===== src/ppdg_map.svh =====
`ifndef PPDG_MAP_SVH
`define PPDG_MAP_SVH
`define PPDG_ADDR_PERIOD 8'h00
`define PPDG_ADDR_DUTY_HIGH 8'h04
`define PPDG_ADDR_CONTROL 8'h08
`define PPDG_ADDR_ACTIVE 8'h0C
`define PPDG_ADDR_STATUS 8'h10
`define PPDG_CTL_ENABLE 0
`define PPDG_CTL_PRESC_LO 2
`define PPDG_CTL_PRESC_HI 3
`define PPDG_CTL_DCB_LO 4
`define PPDG_CTL_DCB_HI 5
`define PPDG_RST_PERIOD 8'hFF
`define PPDG_RST_DUTY 8'h00
`define PPDG_PHASES 4
`endif


===== src/ppdg_pkg.sv =====
package ppdg_pkg;
  typedef enum logic [1:0] {
    ppdg_pre_1,
    ppdg_pre_4,
    ppdg_pre_16,
    ppdg_pre_16b
  } ppdg_presc_t;
endpackage : ppdg_pkg


===== src/ppdg_prescaler.sv =====
`timescale 1ns/1ps
`include "ppdg_map.svh"
// produces a 2-bit sub-count and a tick each time the timebase advances one of its 10 bits
module ppdg_prescaler (
  input wire logic mclk,
  input wire logic sys_rst,
  input wire logic run,
  input wire ppdg_pkg::ppdg_presc_t ratio,
  output logic [1:0] sub_bits,
  output logic sub_tick
);
  logic [5:0] pcount;
  logic [5:0] sub_len;

  // ratio 1:1 advances the low bits every clock (clock phase), else every ratio clocks
  always_comb begin
    unique case (ratio)
      ppdg_pkg::ppdg_pre_1: sub_len = 6'h00;
      ppdg_pkg::ppdg_pre_4: sub_len = 6'h03;
      default: sub_len = 6'h0F;
    endcase
  end

  // tick marks the edge at which sub_bits advances, so the counter steps on the same edge
  // as the low bits wrap and the 10-bit timebase never shows a skewed value
  assign sub_tick = run && !sys_rst && (pcount >= sub_len);

  always_ff @(posedge mclk) begin
    if (sys_rst || !run) begin
      pcount <= 6'h00;
      sub_bits <= 2'h0;
    end else begin
      if (pcount >= sub_len) begin
        pcount <= 6'h00;
        sub_bits <= sub_bits + 2'h1;
      end else begin
        pcount <= pcount + 6'h01;
      end
    end
  end
endmodule : ppdg_prescaler


===== src/ppdg_pwm.sv =====
`timescale 1ns/1ps
`include "ppdg_map.svh"
module ppdg_pwm (
  input wire logic mclk,
  input wire logic sys_rst,
  input wire logic [31:0] wb_adr_i,
  input wire logic [31:0] wb_dat_i,
  output logic [31:0] wb_dat_o,
  input wire logic wb_we_i,
  input wire logic [3:0] wb_sel_i,
  input wire logic wb_cyc_i,
  input wire logic wb_stb_i,
  output logic wb_ack_o,
  output logic wb_err_o,
  output logic pwm_output_pin
);
  logic [7:0] period_limit;
  logic [7:0] duty_high_write;
  logic [1:0] duty_low_bits;
  logic pwm_enable;
  ppdg_pkg::ppdg_presc_t presc_ratio;
  logic [7:0] duty_active_buffer;
  logic [1:0] duty_latch;
  logic [7:0] base_counter;
  logic [1:0] sub_bits;
  logic sub_tick;
  logic restart_pend;
  logic [9:0] timebase;
  logic [9:0] duty_active;
  logic [9:0] duty_pending;
  logic req;
  logic wr;
  logic hit_period;
  logic hit_duty;
  logic hit_ctrl;
  logic hit_active;
  logic hit_status;
  logic mapped;

  assign req = wb_cyc_i && wb_stb_i && !wb_ack_o && !wb_err_o;
  assign wr = req && wb_we_i && wb_sel_i[0];
  assign hit_period = wb_adr_i[7:0] == `PPDG_ADDR_PERIOD;
  assign hit_duty = wb_adr_i[7:0] == `PPDG_ADDR_DUTY_HIGH;
  assign hit_ctrl = wb_adr_i[7:0] == `PPDG_ADDR_CONTROL;
  assign hit_active = wb_adr_i[7:0] == `PPDG_ADDR_ACTIVE;
  assign hit_status = wb_adr_i[7:0] == `PPDG_ADDR_STATUS;
  assign mapped = (wb_adr_i[31:8] == 24'h000000)
    && (hit_period || hit_duty || hit_ctrl || hit_active || hit_status);

  // 10-bit timebase from the counter and the two phase/prescaler bits
  assign timebase = {base_counter, sub_bits};
  assign duty_active = {duty_active_buffer, duty_latch};
  assign duty_pending = {duty_high_write, duty_low_bits};

  // single-cycle answer; unmapped addresses answer with err
  always_ff @(posedge mclk) begin
    if (sys_rst) begin
      wb_ack_o <= 1'b0;
      wb_err_o <= 1'b0;
    end else begin
      wb_ack_o <= req && mapped;
      wb_err_o <= req && !mapped;
    end
  end

  always_ff @(posedge mclk) begin
    if (sys_rst) begin
      wb_dat_o <= 32'h00000000;
    end else if (req) begin
      wb_dat_o <= 32'h00000000;
      if (hit_period) wb_dat_o[7:0] <= period_limit;
      if (hit_duty) wb_dat_o[7:0] <= duty_high_write;
      if (hit_ctrl) begin
        wb_dat_o[`PPDG_CTL_ENABLE] <= pwm_enable;
        wb_dat_o[`PPDG_CTL_PRESC_HI:`PPDG_CTL_PRESC_LO] <= presc_ratio;
        wb_dat_o[`PPDG_CTL_DCB_HI:`PPDG_CTL_DCB_LO] <= duty_low_bits;
      end
      if (hit_active) wb_dat_o[7:0] <= duty_active_buffer;
      if (hit_status) begin
        wb_dat_o[7:0] <= base_counter;
        wb_dat_o[8] <= pwm_output_pin;
      end
    end
  end

  // software registers, writable at any time
  always_ff @(posedge mclk) begin
    if (sys_rst) begin
      period_limit <= `PPDG_RST_PERIOD;
      duty_high_write <= `PPDG_RST_DUTY;
      duty_low_bits <= 2'h0;
      pwm_enable <= 1'b0;
      presc_ratio <= ppdg_pkg::ppdg_pre_1;
    end else if (wr) begin
      if (hit_period) period_limit <= wb_dat_i[7:0];
      if (hit_duty) duty_high_write <= wb_dat_i[7:0];
      if (hit_ctrl) begin
        pwm_enable <= wb_dat_i[`PPDG_CTL_ENABLE];
        presc_ratio <= ppdg_pkg::ppdg_presc_t'(wb_dat_i[`PPDG_CTL_PRESC_HI:`PPDG_CTL_PRESC_LO]);
        duty_low_bits <= wb_dat_i[`PPDG_CTL_DCB_HI:`PPDG_CTL_DCB_LO];
      end
    end
  end

  ppdg_prescaler u_presc (
    .mclk(mclk),
    .sys_rst(sys_rst),
    .run(pwm_enable),
    .ratio(presc_ratio),
    .sub_bits(sub_bits),
    .sub_tick(sub_tick)
  );

  // base_counter advances when the 2 low bits wrap: period = (limit+1)*4*ratio
  always_ff @(posedge mclk) begin
    if (sys_rst || !pwm_enable) begin
      base_counter <= 8'h00;
      restart_pend <= 1'b0;
    end else begin
      restart_pend <= 1'b0;
      if (sub_tick && sub_bits == 2'h3) begin
        if (base_counter == period_limit) begin
          base_counter <= 8'h00;
          restart_pend <= 1'b1;
        end else begin
          base_counter <= base_counter + 8'h01;
        end
      end
    end
  end

  // active buffer loads at restart and on every clock while disabled; bus writes to it are dropped
  always_ff @(posedge mclk) begin
    if (sys_rst) begin
      duty_active_buffer <= `PPDG_RST_DUTY;
      duty_latch <= 2'h0;
    end else if (restart_pend || !pwm_enable) begin
      duty_active_buffer <= duty_high_write;
      duty_latch <= duty_low_bits;
    end
  end

  // restart uses the freshly latched pending value, so a zero duty never raises the pin
  always_ff @(posedge mclk) begin
    if (sys_rst || !pwm_enable) begin
      pwm_output_pin <= 1'b0;
    end else if (restart_pend) begin
      pwm_output_pin <= duty_pending != 10'h000;
    end else if (timebase == duty_active) begin
      pwm_output_pin <= 1'b0;
    end
  end
endmodule : ppdg_pwm


===== config.mk =====
export PLATFORM = sky130hd
export DESIGN_NAME = ppdg_pwm
export DESIGN_NICKNAME = d
export VERILOG_FILES = /design/src/ppdg_pkg.sv /design/src/ppdg_prescaler.sv /design/src/ppdg_pwm.sv
export VERILOG_INCLUDE_DIRS = /design/src
export SDC_FILE = /design/constraint.sdc
export NUM_CORES = 1
export LEC_CHECK = 0
export BUFFER_PORTS_ARGS = -buffer_cell sky130_fd_sc_hd__buf_4
export CORE_MARGIN = 2
export CORE_UTILIZATION = 40
export DETAILED_ROUTE_END_ITERATION = 8
export PLACE_DENSITY_LB_ADDON = 0.3
export SYNTH_ARGS = -nofsm -noshare
export SYNTH_HDL_FRONTEND = slang
export SYNTH_SLANG_ARGS = --single-unit

===== constraint.sdc =====
create_clock -name mclk -period 2.3 [get_ports mclk]
set_input_delay 0.46 -clock mclk [delete_from_list [all_inputs] [get_ports mclk]]
set_output_delay 0.46 -clock mclk [all_outputs]
set_load 0.01 [all_outputs]

==> flow_summary.toml, run 1 <==
[synth]
synthAdderAreaFrac_pct = 2.72
ys.flop_type = "dfxtp_1"
synth_compound_area_share_pct = 11.7
synth_edf_count = 0
syn_area_um2 = 3220
ys_seq_area_share_pct = 37.3
ys_types = 48
muxShareOfSynthArea_pct = 7.14
async_flop_share_pct = 0
synth_warnings = 0
yosys.area_share.simple_pct = 25.3
synth_top_family_by_area = "simple AND/OR/NAND/NOR gates"
syn_area_per_cell_um2 = 8.37
synth-xor-area-share_pct = 5.98
synthCells = 385
yosys_register_bits = 60

[timing]
hold_viol_final = 0
setup_tns_ns = 0
rsz0062_at_grt = "false"
finalCriticalPeriod_ns = 2.07
setup_viol = 0
finalMaxSlewViolations = 0
post-route-period-util_pct = 90.0
fmax_ghz = 0.483
finClkSkew_ns = 0.0130
tightest_slew_ns = 0.633
relSlewSlack_pct = 57.7
holdWs_ns = 0.366

[flow_run]
cap_violations = 0

[global_routing]
antenna_found_initial = 0
grt_max_degree = 42
grt_pass1_wl_um = 12800
grt_pass1_vias = 2671
grt_use_total_pct = 18.9
gr-total-overflow = 0

[worst_hold_path]
hold_path.class = "input pin to flip-flop"

[detailed_routing]
vias_per_cell = 5.25
wl_per_cell_um = 14.5
wl_um = 7950
drtIter0Drc = 208
dr.pass1.iters = 4
drc = 0
via_count = 2889
antenna_left = 0

[place]
hpwl_um = 6150
gp_congestion = 0.911
io_buffers = 57

[clock_network]
clk_latency_ns = 0.34
root_buffer = "clkbuf_8"
ctsResizeCount = 0
cts_buffer_depth = 2
cts_setup_buffers = 0
cts_made_buffers = 9
cts_tree = "done"
clkSlewWorstSetupHoldPaths_ns = 0.07
postCtsHoldBufs = 0
cts_sinks = 60
cts.htree.levels = 3

[floorplan]
die_w_um = 93.8
die_h_um = 93.8
rows = 32
die_area_um2 = 8790
io_pins = 108
start_util_pct = 41.5
coreArea_um2 = 7770

[worst_setup_path]
crit_required_ns = 2.52
crit_type = "flip-flop to flip-flop"
cp-start-kind = "flip-flop"
cp-end-kind = "flip-flop"
crit_arrival_ns = 2.29
crit_fanout = 4

[layout]
n_antenna_cell = 0
area_delta_synth_final_pct = 21.1
layout-drive-gt1-share_pct = 21.9
fin_nets = 523

[status]
status = "complete, no violations"

[power]
leakage_uw = 0.00166
max-vdd-ir-drop_uv = 446
cellPowerDensity_nw_per_um2 = 582
[cells in the mapped netlist, types with 3 or more instances]
cell | n | area, um2
nor4_1 | 13 | 81.3
dfxtp_1 | 60 | 1200
a22oi_1 | 3 | 22.5
inv_1 | 8 | 30.0
buf_4 | 23 | 173
and3_1 | 4 | 25.0
a211oi_1 | 5 | 37.5
nand3_1 | 9 | 45.0
nand2_1 | 36 | 135
mux2_2 | 8 | 90.1
nand2b_1 | 5 | 31.3
a21oi_1 | 28 | 140
buf_2 | 6 | 30.0
nand4b_1 | 3 | 26.3
ha_1 | 7 | 87.6
a22o_1 | 3 | 26.3
or3_1 | 3 | 18.8
nor2_1 | 41 | 154
mux2i_1 | 14 | 140
clkbuf_1 | 14 | 52.6
xor2_1 | 19 | 166
nand4_1 | 6 | 37.5
nor3_1 | 22 | 110
o21ai_0 | 7 | 35.0
o211ai_1 | 3 | 22.5
a221oi_1 | 5 | 43.8
xnor2_1 | 3 | 26.3
[metrics by stage]
stage                     worst slack (ns)  instance area [um2]  utilization (%)  power [uW]  std cells
after detailed placement             0.144                 3670             47.2        1240        532
after global placement               0.240                 3670             47.2        1240        532
after floorplan                      0.372                 3310                -        1180        408
after CTS                            0.132                 3890             50.0        2290        548
final                                0.231                 3900             50.2        2270        550
after global routing                0.0959                 3900             50.2        2360        550
[where the power goes]
| group | internal [uW] | switching (uW) | total [uW] |
|---|---|---|---|
| Sequential | 1050 | 3.93 | 1050 |
| Clock | 639 | 412 | 1050 |
| Combinational | 81.1 | 87.7 | 169 |
| Total | 1770 | 504 | 2270 |
[critical path, stage by stage (launching register included)]
cell and delay, ns:
dfxtp_1 0.32, inv_1 0.19, nand2_1 0.11, ha_1 0.29
nor3b_1 0.28, o21bai_1 0.12, a21oi_1 0.37, mux2i_1 0.23
nor2_1 0.05
[layout by cell type, fill, tap and decap left out, types with 2 or more instances in the layout]
cell type  synthesis  routed
o211ai_1           3       3
nor3b_1            2       2
conb_1             1      24
nor2_1            41      41
clkbuf_8           0      10
nand2_1           36      36
xor2_1            19      19
a22oi_1            3       3
a22o_1             3       3
buf_4             23      71
bufinv_16          0       2
xnor2_1            3       3
nand2b_1           5       5
clkbuf_1          14       2
and2_1             2       2
or3_1              3       3
nor3_1            22      22
nor4_1            13      13
inv_1              8       8
dfxtp_1           60      60
a32oi_1            2       2
nand4_1            6       6
ha_1               7       7
and3_1             4       4
a221oi_1           5       5
o31ai_1            2       2
mux2_2             8       8
mux2i_1           14      14
a21oi_1           28      28
nand4b_1           3       3
o21ai_0            7       7
a211oi_1           5       5
nand3_1            9       9
[layer usage]
| layer | GRT usage (%) | part of all wire (%) | vias to the layer above |
|---|---|---|---|
| met5 | 0 | 0 | - |
| met4 | 5.68 | 1.6 | 0 |
| met3 | 5.46 | 4.5 | 15 |
| met1 | 23.7 | 44 | 1368 |
| li1 | - | - | 1430 |
| met2 | 31.3 | 50 | 76 |
[flip-flops by register name (all words and copies together), names as in the netlist, 2 cells and up]
register,cells
duty_low_bits,2
presc_ratio,2
base_counter,8
period_limit,8
wb_dat_o,9
duty_latch,2
u_presc.pcount,6
duty_high_write,8
u_presc.sub_bits,2
duty_active_buffer,8
[logic make-up after synthesis]
logic type / Yosys count
fa+ha+maj: 7
other cells: 1
flops: 60
mux: 22
compound gates: 60
simple gates: 158
buf+inv: 55
xor+xnor: 22
[cell type report]
| type | instances | area (um2) |
|---|---|---|
| Clock buffer | 12 | 145 |
| Clock inverter | 4 | 72.6 |
| Fill cell | 753 | 3860 |
| Inverter | 8 | 30.0 |
| Multi-Input combinational cell | 293 | 1790 |
| Sequential cell | 60 | 1200 |
| Tap cell | 102 | 128 |
| Timing Repair Buffer | 71 | 533 |
[path summary, 6_finish.rpt]
kind	from	endpoint	slack (ns)	depth (start not counted)
min	wb_dat_i[7]	duty_high_write[7]	0.37	3
max reg2reg	presc_ratio[1]	u_presc.sub_bits[1]	0.23	8
max	presc_ratio[1]	u_presc.sub_bits[1]	0.23	8
min reg2reg	wb_dat_o[8]	wb_dat_o[8]	0.45	2
(Power assumes the default switching activity.)
==> inputs of run 2 (changes only) <==
- RECOVER_POWER: unset -> 50
==> run 2 against run 1 <==
  * First-iteration DRC count down 0.96%
  * Cell count unchanged
  * Power shrank 0.11%
  * Combinational power shrank 4%
  * Clock skew hardly changed
  * Setup slack got worse by 0.00063 ns
  * Register-to-register slack is essentially flat
  * Cell area decreased by 1.5%
  * Critical endpoint unchanged
  * Largest power group unchanged
==> flow_summary.toml, run 2 (synthesis gave the netlist of run 1 again) <==
[floorplan]
die_h_um = 93.8
coreArea_um2 = 7770
die_area_um2 = 8790
io_pins = 108
start_util_pct = 41.5
die_w_um = 93.8
rows = 32

[worst_setup_path]
crit_type = "flip-flop to flip-flop"
crit_arrival_ns = 2.30
crit_fanout = 4
cp-end-kind = "flip-flop"
cp-start-kind = "flip-flop"
crit_required_ns = 2.53

[power]
cellPowerDensity_nw_per_um2 = 590
fin_total_pwr_uw = 2270
leakage_uw = 0.00160
max-vdd-ir-drop_uv = 446

[timing]
finClkSkew_ns = 0.0134
setup_tns_ns = 0
holdWs_ns = 0.363
tightest_slew_ns = 0.636
fmax_ghz = 0.483
relSlewSlack_pct = 57.4
setup_viol = 0
finalCriticalPeriod_ns = 2.07
hold_viol_final = 0
post-route-period-util_pct = 90.0
finalMaxSlewViolations = 0
rsz0062_at_grt = "false"

[place]
gp_congestion = 0.911
placed_area_um2 = 3670
hpwl_um = 6150
io_buffers = 57

[detailed_routing]
drc = 0
wl_per_cell_um = 14.5
via_count = 2877
drtIter0Drc = 206
antenna_left = 0
wl_um = 7980
vias_per_cell = 5.23
dr.pass1.iters = 4

[clock_network]
cts_sinks = 60
clkSlewWorstSetupHoldPaths_ns = 0.07
root_buffer = "clkbuf_8"
postCtsHoldBufs = 0
ctsResizeCount = 0
cts_buffer_depth = 2
clk_latency_ns = 0.35
cts_tree = "done"
cts.htree.levels = 3
cts_made_buffers = 9

[layout]
final_util_pct = 49.5
area_delta_synth_final_pct = 19.3
n_antenna_cell = 0
seq_area_um2 = 1200
nFillCells = 763
largest_register_ffs = 9
layout-drive-gt1-share_pct = 18.8
largest_register = "wb_dat_o"
fin_nets = 523
final_cell_mix = "60 x dfxtp_1, 56 x buf_4, 41 x nor2_1"
multi_input_area_um2 = 1790
final_common_cell = "dfxtp_1"
final_design_area_no_fill_um2 = 3840

[global_routing]
grt_pass1_wl_um = 12800
grt-busiest-layer = "met2"
antenna_found_initial = 0
use_met1_pct = 23.7
gr-total-overflow = 0
use_met3_pct = 5.46
grt_max_degree = 42
grt_use_total_pct = 18.9
met2_usage_pct = 31.3
grt_pass1_vias = 2671

[flow_run]
cap_violations = 0

[worst_hold_path]
hold_path.class = "input pin to flip-flop"

[status]
status = "complete, no violations"
run 2: repair_timing:
action / 4_1_cts / 5_1_grt
hold endpoints to repair: 0 / 0
endpoints found under the setup margin: 0 / 3
setup buffers: 0 / 2
run 2: routing by layer:
layer  up-vias  share of wire, %  wire length, um
met5         -                 0                0
met4         0               1.6              129
met3        14               5.5              443
met2        74                50             3960
met1      1357                43             3450
li1       1432                 -                -
run 2: report_power, final:
group / switching (uW) / internal [uW]
combinational: 87.2 / 75.9
sequential: 3.77 / 1050
clock: 416 / 639
total: 507 / 1760
run 2: per-stage QoR:
step | setup slack [ns] | std cells
3_3_place_gp | 0.240 | 532
5_1_grt | 0.0959 | 550
6_report | 0.230 | 550
2_1_floorplan | 0.372 | 408
4_1_cts | 0.132 | 548
3_5_place_dp | 0.144 | 532
run 2: worst paths after layout:
| path | cells after the start | slack, ns | to | startpoint |
|---|---|---|---|---|
| max | 8 | 0.23 | u_presc.sub_bits[1] | presc_ratio[1] |
| min reg2reg | 2 | 0.45 | wb_dat_o[8] | wb_dat_o[8] |
| max reg2reg | 8 | 0.23 | u_presc.sub_bits[1] | presc_ratio[1] |
| min | 3 | 0.36 | duty_high_write[7] | wb_dat_i[7] |
run 2: critical path: stages (launching register included):
cell and delay, ns:
dfxtp_1 0.32, inv_1 0.19, nand2_1 0.11, ha_1 0.29, nor3b_1 0.28, o21bai_1 0.12
a21oi_1 0.37, mux2i_1 0.23, nor2_1 0.05
run 2: layout make-up:
cell class	instances	area share, %
Inverter	8	0.781
Clock buffer	12	3.77
Timing Repair Buffer	71	12.5
Tap cell	102	3.32
Clock inverter	4	1.89
Sequential cell	60	31.2
Multi-Input combinational cell	293	46.5
==> inputs of run 3 (changes only) <==
- CTS_BUF_LIST: unset -> sky130_fd_sc_hd__clkbuf_4 sky130_fd_sc_hd__clkbuf_8
==> run 3 against run 2 <==
  * Utilization grew 0.097 points
  * Power grew 0.92%
  * Sequential share of layout area shrank 0.061 points
  * Non-clock buffer count is the same
  * Global-route usage is the same
  * Die area is the same
  * Critical endpoint unchanged
==> flow_summary.toml, run 3 (synthesis gave the netlist of run 1 again) <==
[power]
leakage_uw = 0.00161
max-vdd-ir-drop_uv = 478
cellPowerDensity_nw_per_um2 = 594

[place]
gp_congestion = 0.911
io_buffers = 57
hpwl_um = 6150

[worst_setup_path]
max_stage_delay_ns = 0.37
crit_type = "flip-flop to flip-flop"
crit_required_ns = 2.53
path_buf_inv = 1
cp-end-kind = "flip-flop"
critPathSlowestCell = "a21oi_1"
crit_fanout = 4
crit_arrival_ns = 2.30
cp-start-kind = "flip-flop"
cp_cell_sequence = "inv_1 > nand2_1 > ha_1 > nor3b_1 > o21bai_1 > a21oi_1 > mux2i_1 > nor2_1"
path_delay_family = "compound AO/OA/AOI/OAI gates"

[global_routing]
grt_use_total_pct = 18.9
antenna_found_initial = 0
gr-total-overflow = 0
grt_pass1_vias = 2671
grt_pass1_wl_um = 12800
grt_max_degree = 42

[floorplan]
coreArea_um2 = 7770
rows = 32
start_util_pct = 41.5
io_pins = 108
die_h_um = 93.8
die_area_um2 = 8790
die_w_um = 93.8

[clock_network]
clk_latency_ns = 0.35
cts_tree = "done"
cts_sinks = 60
ctsResizeCount = 0
cts_buffer_depth = 2
cts.htree.levels = 3
cts_made_buffers = 9
clkSlewWorstSetupHoldPaths_ns = 0.07
root_buffer = "clkbuf_8"

[layout]
final_cell_mix = "60 x dfxtp_1, 56 x buf_4, 41 x nor2_1"
largest_register_ffs = 9
n_antenna_cell = 0
nFillCells = 760
layout-drive-gt1-share_pct = 19.2
area_delta_synth_final_pct = 19.5
largest_register = "wb_dat_o"
fin_nets = 523
final_common_cell = "dfxtp_1"

[timing]
setup_viol = 0
holdWs_ns = 0.363
hold_viol_final = 0
setup_tns_ns = 0
post-route-period-util_pct = 90.0
finClkSkew_ns = 0.0132
relSlewSlack_pct = 58.5
fmax_ghz = 0.483
finalCriticalPeriod_ns = 2.07
rsz0062_at_grt = "false"
tightest_slew_ns = 0.620
finalMaxSlewViolations = 0

[detailed_routing]
dr.pass1.iters = 5
wl_um = 7990
drc = 0
antenna_left = 0
drtIter0Drc = 205
vias_per_cell = 5.24
via_count = 2884
wl_per_cell_um = 14.5

[worst_hold_path]
hold_path.class = "input pin to flip-flop"

[status]
status = "complete, no violations"

[flow_run]
cap_violations = 0
-- run 3: final timing paths --
kind / end / startpoint / depth (start not counted) / slack [ns]
setup reg to reg: u_presc.sub_bits[1] / presc_ratio[1] / 8 / 0.23
setup / recovery: u_presc.sub_bits[1] / presc_ratio[1] / 8 / 0.23
hold reg to reg: wb_dat_o[8] / wb_dat_o[8] / 2 / 0.45
hold / removal: duty_high_write[7] / wb_dat_i[7] / 3 / 0.36
-- run 3: cell type report --
cell class	instances	area, um2	share of cell area, %
Clock buffer	12	153	3.96
Clock inverter	4	72.6	1.88
Inverter	8	30.0	0.779
Multi-Input combinational cell	293	1790	46.4
Sequential cell	60	1200	31.2
Tap cell	102	128	3.31
Timing Repair Buffer	71	482	12.5
-- run 3: power by group --
group / total (uW) / internal, uW / switching (uW) / leakage (uW)
Clock: 1080 / 662 / 413 / 0.000113
Combinational: 163 / 75.9 / 87.3 / 0.00101
Sequential: 1050 / 1050 / 3.77 / 0.000485
-- run 3: worst reg2reg max path, cell delays in order (launching register included) --
cell	delay, ns
dfxtp_1	0.32
inv_1	0.19
nand2_1	0.11
ha_1	0.29
nor3b_1	0.28
o21bai_1	0.12
a21oi_1	0.37
mux2i_1	0.23
nor2_1	0.05
-- run 3: timing repair --
item | CTS | global route
setup buffers | 0 | 2
hold buffers | 0 | 0
endpoints found under the setup margin | 0 | 3
-- run 3: layer usage --
layer | track usage, % | routed length (um)
met5 | 0 | 0
met4 | 5.68 | 131
met3 | 5.46 | 556
met2 | 31.3 | 3920
met1 | 23.7 | 3390
-- run 3: per-stage QoR --
step           worst slack (ns)  util (%)  cell area (um2)  total power (uW)  std cells
3_5_place_dp              0.144      47.2             3670              1240        532
5_1_grt                  0.0959      49.6             3850              2380        550
4_1_cts                   0.132      50.1             3890              2320        548
2_1_floorplan             0.372         -             3310              1180        408
3_3_place_gp              0.240      47.2             3670              1240        532
6_report                  0.229      49.6             3850              2290        550
